$ cat config.mk
export PLATFORM = sky130hd
export DESIGN_NAME = fcs_host
export DESIGN_NICKNAME = d
export VERILOG_FILES = /design/src/fcs_pkg.sv /design/src/fcs_host.sv
export VERILOG_INCLUDE_DIRS = /design/src /design/src/src
export SDC_FILE = /design/constraint.sdc
export NUM_CORES = 1
export LEC_CHECK = 0
export BUFFER_PORTS_ARGS = -buffer_cell sky130_fd_sc_hd__clkbuf_2
export CAP_MARGIN = 20
export CORE_MARGIN = 2
export CORE_UTILIZATION = 57
export CTS_BUF_LIST = sky130_fd_sc_hd__clkbuf_16
export DETAILED_ROUTE_END_ITERATION = 6
export GPL_ROUTABILITY_DRIVEN = 1
export PLACE_DENSITY = 0.8
export SLEW_MARGIN = 5
export SYNTH_ARGS = -nofsm -noshare
export SYNTH_HDL_FRONTEND = slang
export SYNTH_SLANG_ARGS = --single-unit
export TNS_END_PERCENT = 20
$ cat constraint.sdc
create_clock -name clk -period 2.9 [get_ports clk]
set_input_delay 0.145 -clock clk [delete_from_list [all_inputs] [get_ports clk]]
set_output_delay 0.145 -clock clk [all_outputs]
set_load 0.005 [all_outputs]
$ cat src/fcs_defines.svh
// Constants for the flash command sequencer host: command bytes, addresses, timings.
// Assumes a 50 MHz system clock; included by bare name.
`ifndef FCS_DEFINES_SVH
`define FCS_DEFINES_SVH

// ==========================================================
// Command bytes
`define FCS_CMD_READ 8'h00
`define FCS_CMD_SIG 8'h90
`define FCS_CMD_ERASE 8'h20
`define FCS_CMD_ERASE_VFY 8'hA0
`define FCS_CMD_PROG 8'h40
`define FCS_CMD_PROG_VFY 8'hC0
`define FCS_CMD_RESET 8'hFF

// ==========================================================
// Signature addresses
`define FCS_SIG_MFG_ADDR 17'h00000
`define FCS_SIG_DEV_ADDR 17'h00001

// ==========================================================
// Timing in ns, then cycle counts at 50 MHz
`define FCS_CLK_PERIOD_NS 20
`define FCS_WE_LOW_NS 40
`define FCS_WE_HIGH_NS 20
`define FCS_READ_ACCESS_NS 120
`define FCS_PROG_PULSE_NS 10000
`define FCS_ERASE_PULSE_NS 9500000
`define FCS_WRITE_RECOVERY_NS 6000
`define FCS_VPP_SETUP_NS 100
`define FCS_WE_LOW_CYC ((`FCS_WE_LOW_NS + `FCS_CLK_PERIOD_NS - 1) / `FCS_CLK_PERIOD_NS)
`define FCS_WE_HIGH_CYC ((`FCS_WE_HIGH_NS + `FCS_CLK_PERIOD_NS - 1) / `FCS_CLK_PERIOD_NS)
`define FCS_READ_CYC ((`FCS_READ_ACCESS_NS + `FCS_CLK_PERIOD_NS - 1) / `FCS_CLK_PERIOD_NS)
`define FCS_PROG_CYC ((`FCS_PROG_PULSE_NS + `FCS_CLK_PERIOD_NS - 1) / `FCS_CLK_PERIOD_NS)
`define FCS_ERASE_CYC ((`FCS_ERASE_PULSE_NS + `FCS_CLK_PERIOD_NS - 1) / `FCS_CLK_PERIOD_NS)
`define FCS_RECOVERY_CYC ((`FCS_WRITE_RECOVERY_NS + `FCS_CLK_PERIOD_NS - 1) / `FCS_CLK_PERIOD_NS)
`define FCS_VPP_SETUP_CYC ((`FCS_VPP_SETUP_NS + `FCS_CLK_PERIOD_NS - 1) / `FCS_CLK_PERIOD_NS)

`endif

$ cat src/fcs_pkg.sv
// Types for the flash command sequencer host.
// Assumes nothing beyond a SystemVerilog compiler.
`default_nettype none
package fcs_pkg;
  // Operations the user may request
  typedef enum logic [2:0] {
    FCS_OP_READ,
    FCS_OP_SIG_MFG,
    FCS_OP_SIG_DEV,
    FCS_OP_ERASE,
    FCS_OP_ERASE_VFY,
    FCS_OP_PROGRAM,
    FCS_OP_PROG_VFY,
    FCS_OP_ABORT
  } fcs_op_type;
endpackage
`default_nettype wire

$ cat src/fcs_host.sv
// Host controller that drives a byte-wide parallel flash through its pins.
// Assumes the flash pins are wired direct; the data bus is split into in/out/enable.
`timescale 1ns/10ps
`include "fcs_defines.svh"
`default_nettype none

module fcs_host #(
  parameter int ADDR_WIDTH = 17,
  parameter int ERASE_CYC = `FCS_ERASE_CYC,
  parameter int PROG_CYC = `FCS_PROG_CYC
) (
  input wire logic clk,
  input wire logic rstn,
  input wire logic reqValid,
  output logic reqReady,
  input wire fcs_pkg::fcs_op_type reqOp,
  input wire logic [ADDR_WIDTH-1:0] reqAddr,
  input wire logic [7:0] reqData,
  output logic rspValid,
  output logic [7:0] rspData,
  output logic [ADDR_WIDTH-1:0] flashAddr,
  output logic flashCeN,
  output logic flashOeN,
  output logic flashWeN,
  output logic flashVppHigh,
  input wire logic [7:0] flashDqIn,
  output logic [7:0] flashDqOut,
  output logic flashDqOe
);
  // ========================================================
  // Step sequencer
  typedef enum logic [1:0] {FCS_K_WRITE, FCS_K_READ, FCS_K_WAIT} fcs_kind_type;
  typedef enum {ST_IDLE, ST_VPP, ST_SETUP, ST_STROBE, ST_HOLD, ST_DONE} fcs_state_type;

  fcs_state_type state;
  fcs_pkg::fcs_op_type op;
  logic [2:0] step;
  logic [23:0] count;
  logic [ADDR_WIDTH-1:0] opAddr;
  logic [7:0] opData;
  logic [7:0] dqMeta;
  logic [7:0] dqSync;
  fcs_kind_type kind;
  logic [7:0] stepData;
  logic [ADDR_WIDTH-1:0] stepAddr;
  logic lastStep;
  logic [23:0] waitCyc;

  // Per-op step table: kind, data, address, and whether it ends the op
  always_comb begin
    kind = FCS_K_WRITE;
    stepData = `FCS_CMD_READ;
    stepAddr = opAddr;
    lastStep = 1'b0;
    waitCyc = 24'(`FCS_RECOVERY_CYC);
    unique case (op)
      fcs_pkg::FCS_OP_READ, fcs_pkg::FCS_OP_SIG_MFG, fcs_pkg::FCS_OP_SIG_DEV: begin
        stepData = (op == fcs_pkg::FCS_OP_READ) ? `FCS_CMD_READ : `FCS_CMD_SIG;
        if (op == fcs_pkg::FCS_OP_SIG_MFG) stepAddr = ADDR_WIDTH'(`FCS_SIG_MFG_ADDR);
        if (op == fcs_pkg::FCS_OP_SIG_DEV) stepAddr = ADDR_WIDTH'(`FCS_SIG_DEV_ADDR);
        if (step != 3'd0) begin
          kind = FCS_K_READ;
          lastStep = 1'b1;
        end
      end
      fcs_pkg::FCS_OP_ERASE: begin
        stepData = `FCS_CMD_ERASE;
        if (step == 3'd2) begin
          kind = FCS_K_WAIT;
          waitCyc = 24'(ERASE_CYC);
          lastStep = 1'b1;
        end
      end
      fcs_pkg::FCS_OP_ERASE_VFY: begin
        stepData = `FCS_CMD_ERASE_VFY;
        if (step != 3'd0) begin
          kind = FCS_K_READ;
          lastStep = 1'b1;
        end
      end
      fcs_pkg::FCS_OP_PROGRAM: begin
        unique case (step)
          3'd0: stepData = `FCS_CMD_PROG;
          3'd1: stepData = opData;
          3'd2: begin
            kind = FCS_K_WAIT;
            waitCyc = 24'(PROG_CYC);
          end
          3'd3: stepData = `FCS_CMD_PROG_VFY;
          default: begin
            kind = FCS_K_READ;
            lastStep = 1'b1;
          end
        endcase
      end
      fcs_pkg::FCS_OP_PROG_VFY: begin
        stepData = `FCS_CMD_PROG_VFY;
        if (step != 3'd0) begin
          kind = FCS_K_READ;
          lastStep = 1'b1;
        end
      end
      fcs_pkg::FCS_OP_ABORT: begin
        stepData = `FCS_CMD_RESET;
        lastStep = (step == 3'd1);
      end
    endcase
  end

  assign reqReady = (state == ST_IDLE);

  // Main sequencer; each write or read step: setup, strobe, hold/recovery; wait steps go setup then hold
  always_ff @(posedge clk or negedge rstn) begin
    if (!rstn) begin
      state <= ST_IDLE;
      op <= fcs_pkg::FCS_OP_READ;
      step <= 3'd0;
      count <= 24'h000000;
      opAddr <= '0;
      opData <= 8'h00;
    end else begin
      unique case (state)
        ST_IDLE: begin
          if (reqValid) begin
            op <= reqOp;
            opAddr <= reqAddr;
            opData <= reqData;
            step <= 3'd0;
            count <= 24'(`FCS_VPP_SETUP_CYC);
            state <= ST_VPP;
          end
        end
        ST_VPP: begin
          if (count <= 24'h000001) begin
            state <= ST_SETUP;
          end else begin
            count <= count - 24'h000001;
          end
        end
        ST_SETUP: begin
          if (kind == FCS_K_WAIT) begin
            count <= waitCyc;
            state <= ST_HOLD;
          end else begin
            count <= (kind == FCS_K_READ) ? 24'(`FCS_READ_CYC) : 24'(`FCS_WE_LOW_CYC);
            state <= ST_STROBE;
          end
        end
        ST_STROBE: begin
          if (count <= 24'h000001) begin
            count <= (kind == FCS_K_READ) ? 24'h000001 : 24'(`FCS_WE_HIGH_CYC);
            state <= ST_HOLD;
          end else begin
            count <= count - 24'h000001;
          end
        end
        ST_HOLD: begin
          if (count <= 24'h000001) begin
            if (lastStep) begin
              state <= ST_DONE;
            end else begin
              step <= step + 3'd1;
              state <= ST_SETUP;
            end
          end else begin
            count <= count - 24'h000001;
          end
        end
        ST_DONE: state <= ST_IDLE;
      endcase
    end
  end

  // ========================================================
  // Read data capture; bus pins come from outside the clock domain
  always_ff @(posedge clk or negedge rstn) begin
    if (!rstn) begin
      dqMeta <= 8'h00;
      dqSync <= 8'h00;
    end else begin
      dqMeta <= flashDqIn;
      dqSync <= dqMeta;
    end
  end

  always_ff @(posedge clk or negedge rstn) begin
    if (!rstn) begin
      rspData <= 8'h00;
      rspValid <= 1'b0;
    end else begin
      rspValid <= (state == ST_HOLD) && (count <= 24'h000001) && lastStep;
      if (state == ST_HOLD && kind == FCS_K_READ) rspData <= dqSync;
    end
  end

  // ========================================================
  // Pin drive, all registered
  always_ff @(posedge clk or negedge rstn) begin
    if (!rstn) begin
      flashCeN <= 1'b1;
      flashOeN <= 1'b1;
      flashWeN <= 1'b1;
      flashVppHigh <= 1'b0;
      flashAddr <= '0;
      flashDqOut <= 8'h00;
      flashDqOe <= 1'b0;
    end else begin
      flashVppHigh <= (state != ST_IDLE) && (state != ST_DONE);
      // Chip select low only around a strobe; idle keeps the part in standby
      // Held through the write hold cycle so the strobe rise lands with the part selected
      flashCeN <= !(((state == ST_SETUP || state == ST_STROBE) && kind != FCS_K_WAIT)
        || (state == ST_HOLD && kind == FCS_K_WRITE));
      flashOeN <= !((state == ST_SETUP || state == ST_STROBE) && kind == FCS_K_READ);
      flashWeN <= !(state == ST_STROBE && kind == FCS_K_WRITE);
      if (state == ST_SETUP) begin
        flashAddr <= stepAddr;
        flashDqOut <= stepData;
      end
      // Data kept on the bus one cycle past the strobe rise for hold time
      flashDqOe <= (state == ST_SETUP || state == ST_STROBE || state == ST_HOLD)
        && kind == FCS_K_WRITE;
    end
  end

  // ========================================================
  // Checks
  // Strobe rises seen during an erase, so a lone erase write is caught at the pins
  logic weNDly;
  logic [1:0] eraseWrites;

  always_ff @(posedge clk or negedge rstn) begin
    if (!rstn) begin
      weNDly <= 1'b1;
      eraseWrites <= 2'h0;
    end else begin
      weNDly <= flashWeN;
      if (state == ST_IDLE) begin
        eraseWrites <= 2'h0;
      end else if (flashWeN && !weNDly && op == fcs_pkg::FCS_OP_ERASE) begin
        if (eraseWrites != 2'h3) begin
          eraseWrites <= eraseWrites + 2'h1;
        end
      end
    end
  end

  standby_idle_a: assert property (@(posedge clk) disable iff (!rstn)
    (state == ST_IDLE) |=> flashCeN && !flashDqOe) else $error("chip select active while idle");
  read_strobes_a: assert property (@(posedge clk) disable iff (!rstn)
    !flashOeN |-> flashWeN && !flashCeN && !flashDqOe) else $error("bad read strobes");
  write_vpp_a: assert property (@(posedge clk) disable iff (!rstn)
    $fell(flashWeN) |-> flashVppHigh && !flashCeN && flashDqOe) else $error("write without supply");
  data_stable_a: assert property (@(posedge clk) disable iff (!rstn)
    !flashWeN |=> $stable(flashDqOut) && $stable(flashAddr)) else $error("bus moved under strobe");
  erase_twice_a: assert property (@(posedge clk) disable iff (!rstn)
    (op == fcs_pkg::FCS_OP_ERASE && state == ST_HOLD && step == 3'd2) |-> eraseWrites == 2'h2)
    else $error("erase not doubled");
  abort_pair_a: assert property (@(posedge clk) disable iff (!rstn)
    (op == fcs_pkg::FCS_OP_ABORT && $rose(flashWeN)) |-> flashDqOut == `FCS_CMD_RESET)
    else $error("abort byte wrong");
  sig_addr_a: assert property (@(posedge clk) disable iff (!rstn)
    (op == fcs_pkg::FCS_OP_SIG_DEV && !flashOeN) |-> flashAddr == `FCS_SIG_DEV_ADDR)
    else $error("signature address wrong");
  prog_verify_a: assert property (@(posedge clk) disable iff (!rstn)
    (op == fcs_pkg::FCS_OP_PROGRAM && !flashOeN) |-> flashAddr == opAddr)
    else $error("verify address lost");
  ready_idle_a: assert property (@(posedge clk) disable iff (!rstn)
    rspValid |-> ##1 reqReady) else $error("not ready after answer");
endmodule

`default_nettype wire

==> metrics.txt, run 1 <==
global route overflow 0; Max VDD drop 0.375 mV; Seq/Total Area, Yosys 55.6%; largest net degree at the start of global routing 62; most frequent cell after synthesis dfrtp_1; Post-Route WL 13.8 mm; Total Nets Final 627; CTS tree built; post-synth top area share 54.0%; die height 98.5 um; final hold violations 0; Period minus WS final 2.53 ns; average size of a mapped cell 11.1 um^2; leading area contributor after synthesis dfrtp_1; leakage 3.05 nW; DRC 0; Synth area leaders dfrtp_1, mux2_2, a22o_1, nand2_1, o21ai_0; Final HPWL DP 7.68 mm; Ports 79; Layout Skew 0.0134 ns; GPL Wtd Cong 0.835; Syn Nets 506; Tightest Pin Transition 0.775 ns; Final ANT Viol Nets 0; Buffers on Ports 78; share of post-route cells with drive strength above 1 29.6%; Commonest cells post-synth dfrtp_1, mux2_2, nand2_1; Hold/Removal Path Class primary input to register; Pre-antenna DRT Iters 5; reg-to-reg startpoint count[18]; FF+latch count, synth 113; unrepaired setup endpoints after global routing no; initial core utilization 58.7%; DR vias 4348; fin. max-slew vios 0; Global Route Usage Sum 30.1%; Worst setup SP type register; crit path max-delay cell type or4_1; Post-synth ARST share 100%; Die W 98.5 um; # Post-CTS Setup Buffers 0; mapped cell area 5090 um^2; CTS clock-pin slew for the worst setup and hold paths 0.06 ns; ys flop type dfrtp_1; minimum hold slack 0.0203 ns; worst path cell trace or4_1 > or2_4 > nor4_4 > buf_4 > or2_2 > o21bai_1 > a221o_1; Worst Path Max Fanout 14; vias per inst 6.19; post-synthesis cell type count 58; status finished, final reports clean; clk sinks 113; Worst Hold Path EP opAddr[0]; Reg-to-Reg End count[4]; vias in the first global route 4488; FP Rows 34; first-pass GRT wire length 23.0 mm; initial antenna violation count 0; 1st-iter DRT viols 386; Worst Path Required 3.19 ns; P&R area growth vs syn 28.3%; critical path class register to register; YS warnings 0; Max-slew headroom 48.1%; CTS Root Buffer Type clkbuf_16; EDFF count, synth 0; clk_lat worst skew 0.42 ns; Largest stage delay, worst path 0.55 ns; Achievable Freq 0.396 GHz; die footprint 9710 um^2; WP data arrival 2.81 ns; Final setup violation count 0; Placeable Area 8680 um^2; R2R Setup Slk 0.37 ns; HP Start reqAddr[0]; Crit. End Element register; TritonCTS Buffers 17; Resized Gates After CTS 0; Mapped Cells 460; Final Cycle Share 87.2%; H-tree depth 4; hold path cells 2; reg2reg path depth 7; max-cap viol count 0; ant diodes 0; PD cells 581 nW/um^2; Max Root-Sink Buffers 2; setup_tns 0 ns; wire per inst 19.7 um
## final cells by class
cell class	count	area, um^2
clock buffers	17	425
clock inverters	15	135
well taps	108	135
repair buffers	126	853
fillers	543	2140
inverters	14	52.6
multi-input cells	309	2100
flip-flops and latches	113	2830
## critical path, delay by kind of cell, from the launching register on
kind / cells / cell delay (ns)
simple gates: 4 / 1.34
flops: 1 / 0.42
compound gates: 2 / 0.41
buf+inv: 1 / 0.24
## layout by cell type, fill, tap and decap left out, drive strengths merged, types with 5 or more instances in the layout
cell,Yosys,routed
o211ai,8,8
nand2,33,33
nor3,21,21
nor2b,7,7
nor2,29,29
nor4,12,12
o21ai,34,34
inv,14,19
or2,7,7
nand3,15,15
or3,5,5
xnor2,8,8
a21oi,18,18
o311ai,6,6
clkbuf,19,94
ha,7,7
buf,5,14
dlygate4sd3,0,35
mux2,36,36
dfrtp,110,110
a22o,16,16
clkinv,0,5
## state kept, by name (all words and copies together), names as in the netlist
signal	flops
count	24
flashAddr	17
opAddr	17
dqMeta	8
dqSync	8
flashDqOut	8
opData	8
rspData	8
op	3
state	3
step	3
flashCeN	1
flashDqOe	1
flashOeN	1
flashVppHigh	1
flashWeN	1
rspValid	1
## power breakdown
| part | switching [mW] | internal [mW] |
|---|---|---|
| Sequential | 0.0451 | 1.62 |
| Clock | 0.796 | 1.18 |
| Combinational | 0.0753 | 0.0803 |
| Total | 0.916 | 2.88 |
## routing by layer
metal / share of wire [%] / track usage [%]
met5: 0 / 0
met4: 3.0 / 10.9
met3: 6.9 / 7.66
met2: 50 / 51.1
met1: 40 / 37.5
## worst max-delay path by stage
stage          startpoint         end  depth (start not counted)
2_1_floorplan     step[0]  rspData[0]                          8
3_3_place_gp    count[18]    count[4]                          7
3_5_place_dp    count[18]    count[4]                          7
4_1_cts         count[18]    count[4]                          7
5_1_grt         count[14]     step[0]                          6
6_report        count[18]    count[4]                          7
## timing repair
action,in CTS,in global routing
setup endpoints to repair,0,0
hold endpoints to repair,82,1
hold buffers,34,1
## cell families after synthesis
kind of cell | count (synthesis) | share of synthesized area [%]
adder cells (fa/ha/maj) | 7 | 1.72
XOR/XNOR | 8 | 1.38
AND/OR/NAND/NOR | 152 | 16.3
AO/OA/AOI/OAI | 106 | 13.9
flip-flops | 113 | 55.6
multiplexers | 36 | 7.96
buffers and inverters | 38 | 3.12
## per-stage QoR
step           instances  power, mW  util [%]  setup WS, ns  instance area, um^2
6_report             702       3.80      75.3         0.372                 6540
5_1_grt              702       3.91      75.3         0.125                 6540
4_1_cts              701       3.78      75.2         0.389                 6530
3_5_place_dp         635       1.80      64.8         0.428                 5630
3_3_place_gp         635       1.80      64.8         0.476                 5630
2_1_floorplan        460       1.72         -         0.660                 5090
No activity file was read; power rests on OpenSTA's default activity.
==> run 2, diff against run 1 <==
--- a/config.mk
+++ b/config.mk
@@ -9,11 +9,11 @@
 export BUFFER_PORTS_ARGS = -buffer_cell sky130_fd_sc_hd__clkbuf_2
 export CAP_MARGIN = 20
 export CORE_MARGIN = 2
-export CORE_UTILIZATION = 57
-export CTS_BUF_LIST = sky130_fd_sc_hd__clkbuf_16
+export CORE_UTILIZATION = 59
+export CTS_BUF_LIST = sky130_fd_sc_hd__clkbuf_8
 export DETAILED_ROUTE_END_ITERATION = 6
 export GPL_ROUTABILITY_DRIVEN = 1
-export PLACE_DENSITY = 0.8
+export PLACE_DENSITY = 0.82
 export SLEW_MARGIN = 5
 export SYNTH_ARGS = -nofsm -noshare
 export SYNTH_HDL_FRONTEND = slang
==> run 2 against run 1 <==
Clock power shrank 23%; register-to-register slack lost 0.02 ns; total power shrank 12%; global-route usage shrank 1.6 points; die area shrank 3.3%; core utilization grew 2.0 points; via count shrank 2.4%; maximum frequency shrank 0.69%; combinational power is essentially flat; critical path type unchanged.
==> metrics.txt, run 2 (synthesis results as in run 1) <==
status finished, final reports clean; Period minus WS final 2.55 ns; reg2reg path depth 6; die footprint 9390 um^2; crit path from count[14]; vias per inst 6.03; Total Nets Final 631; CTS clock-pin slew for the worst setup and hold paths 0.07 ns; max-cap viol count 0; Reg-to-Reg End step[2]; P&R area growth vs syn 26.0%; leakage 3.00 nW; reg-to-reg startpoint count[14]; commonest non-fill, non-tap cell in the layout dfrtp_1; Final ANT Viol Nets 0; Critical Path Sink step[2]; Largest regs count x24, flashAddr x17, opAddr x17; Pre-antenna DRT Iters 5; Max-slew headroom 50.4%; Max VDD drop 0.419 mV; PD cells 521 nW/um^2; share of post-route cells with drive strength above 1 29.9%; post-layout util 77.3%; GPL Wtd Cong 0.912; total power 3.35 mW; fin. max-slew vios 0; Final Cycle Share 87.8%; first-pass GRT wire length 21.3 mm; Ports 79; Final HPWL DP 7.53 mm; Global Route Usage Sum 28.5%; Final setup violation count 0; Layout Skew 0.0178 ns; # Post-CTS Setup Buffers 0; Worst Path Required 3.22 ns; Tightest Pin Transition 0.741 ns; vias in the first global route 4317; initial core utilization 61.4%; initial antenna violation count 1; DRC 0; Buffers on Ports 78; wire per inst 18.2 um; setup_tns 0 ns; final hold violations 0; max reg flops 24; Crit. End Element register; H-tree depth 4; Reg with most FFs count; Placed Cells 634; Die W 96.9 um; critical path class register to register; 1st-iter DRT viols 287; DR vias 4244; FP Rows 33; highest-count cells in the layout ignoring fill and taps dfrtp_1, clkbuf_2, dlygate4sd3_1; Achievable Freq 0.393 GHz; R2R Setup Slk 0.35 ns; global route overflow 0; largest net degree at the start of global routing 114; Worst Path Max Fanout 5; Worst setup SP type register; minimum hold slack 0.177 ns; die height 96.9 um; Placeable Area 8300 um^2; Post-Route WL 12.8 mm; fin cells 704; clk sinks 113; CTS tree built; Max Root-Sink Buffers 2; CTS Root Buffer Type clkbuf_8; unrepaired setup endpoints after global routing no; Hold/Removal Path Class primary input to register; WP data arrival 2.86 ns; TritonCTS Buffers 17; clk_lat worst skew 0.43 ns
## run 2: cell count changes in the layout (fill, tap and decap cells not counted), sizes merged
| cell | delta |
|---|---|
| buf | +2 |
| inv | +1 |
| diode | +1 |
| clkinvlp | -2 |
| dlygate4sd3 | +2 |
| bufinv | +1 |
## run 2: worst min path at each step
stage	start	slack, ns	to	depth (start not counted)
6_report	reqValid	0.18	state[0]	5
5_1_grt	reqValid	0.24	count[2]	5
4_1_cts	reqValid	0.16	state[0]	5
3_5_place_dp	flashDqIn[1]	0.25	dqMeta[1]	1
3_3_place_gp	flashDqIn[4]	0.25	dqMeta[4]	1
2_1_floorplan	rstn	-0.15	count[0]	0
## run 2: stage by stage
stage                     setup slack (ns)  area, um^2
after detailed placement             0.395        5640
after floorplan                      0.660        5090
after global placement               0.493        5640
final                                0.354        6420
after global routing                 0.182        6420
after CTS                            0.389        6420
## run 2: timing repair
action,CTS,global route
endpoints found under the hold margin,146,0
hold buffers,37,0
gates resized for setup,0,0
## run 2: layout make-up
class                   instances  area [um^2]
flip-flops and latches        113         2830
multi-input cells             309         2100
fillers                       519         1880
repair buffers                130          888
clock buffers                  17          234
clock inverters                15          175
well taps                     105          131
inverters                      14         52.6
diodes                          1         2.50
## run 2: power breakdown
group          switching [mW]  internal, mW  leakage [nW]  total, mW
clock network           0.738         0.791         0.203       1.53
logic                  0.0767        0.0821          1.37      0.159
registers              0.0440          1.62          1.43       1.66
## run 2: layer usage
metal	vias up	GRT usage, %	part of all wire [%]
li1	1923	-	-
met1	2057	36.0	40
met2	227	47.5	51
met3	37	7.73	7.1
met4	0	10.4	2.1
met5	-	0	0
## run 2: worst max-delay path, cell delays in order (launching register included)
cell	delay (ns)
dfrtp_1	0.42
nor4_2	0.61
nand3_1	0.26
nor3_1	0.28
o21ai_1	0.21
or3_1	0.40
o311ai_1	0.26
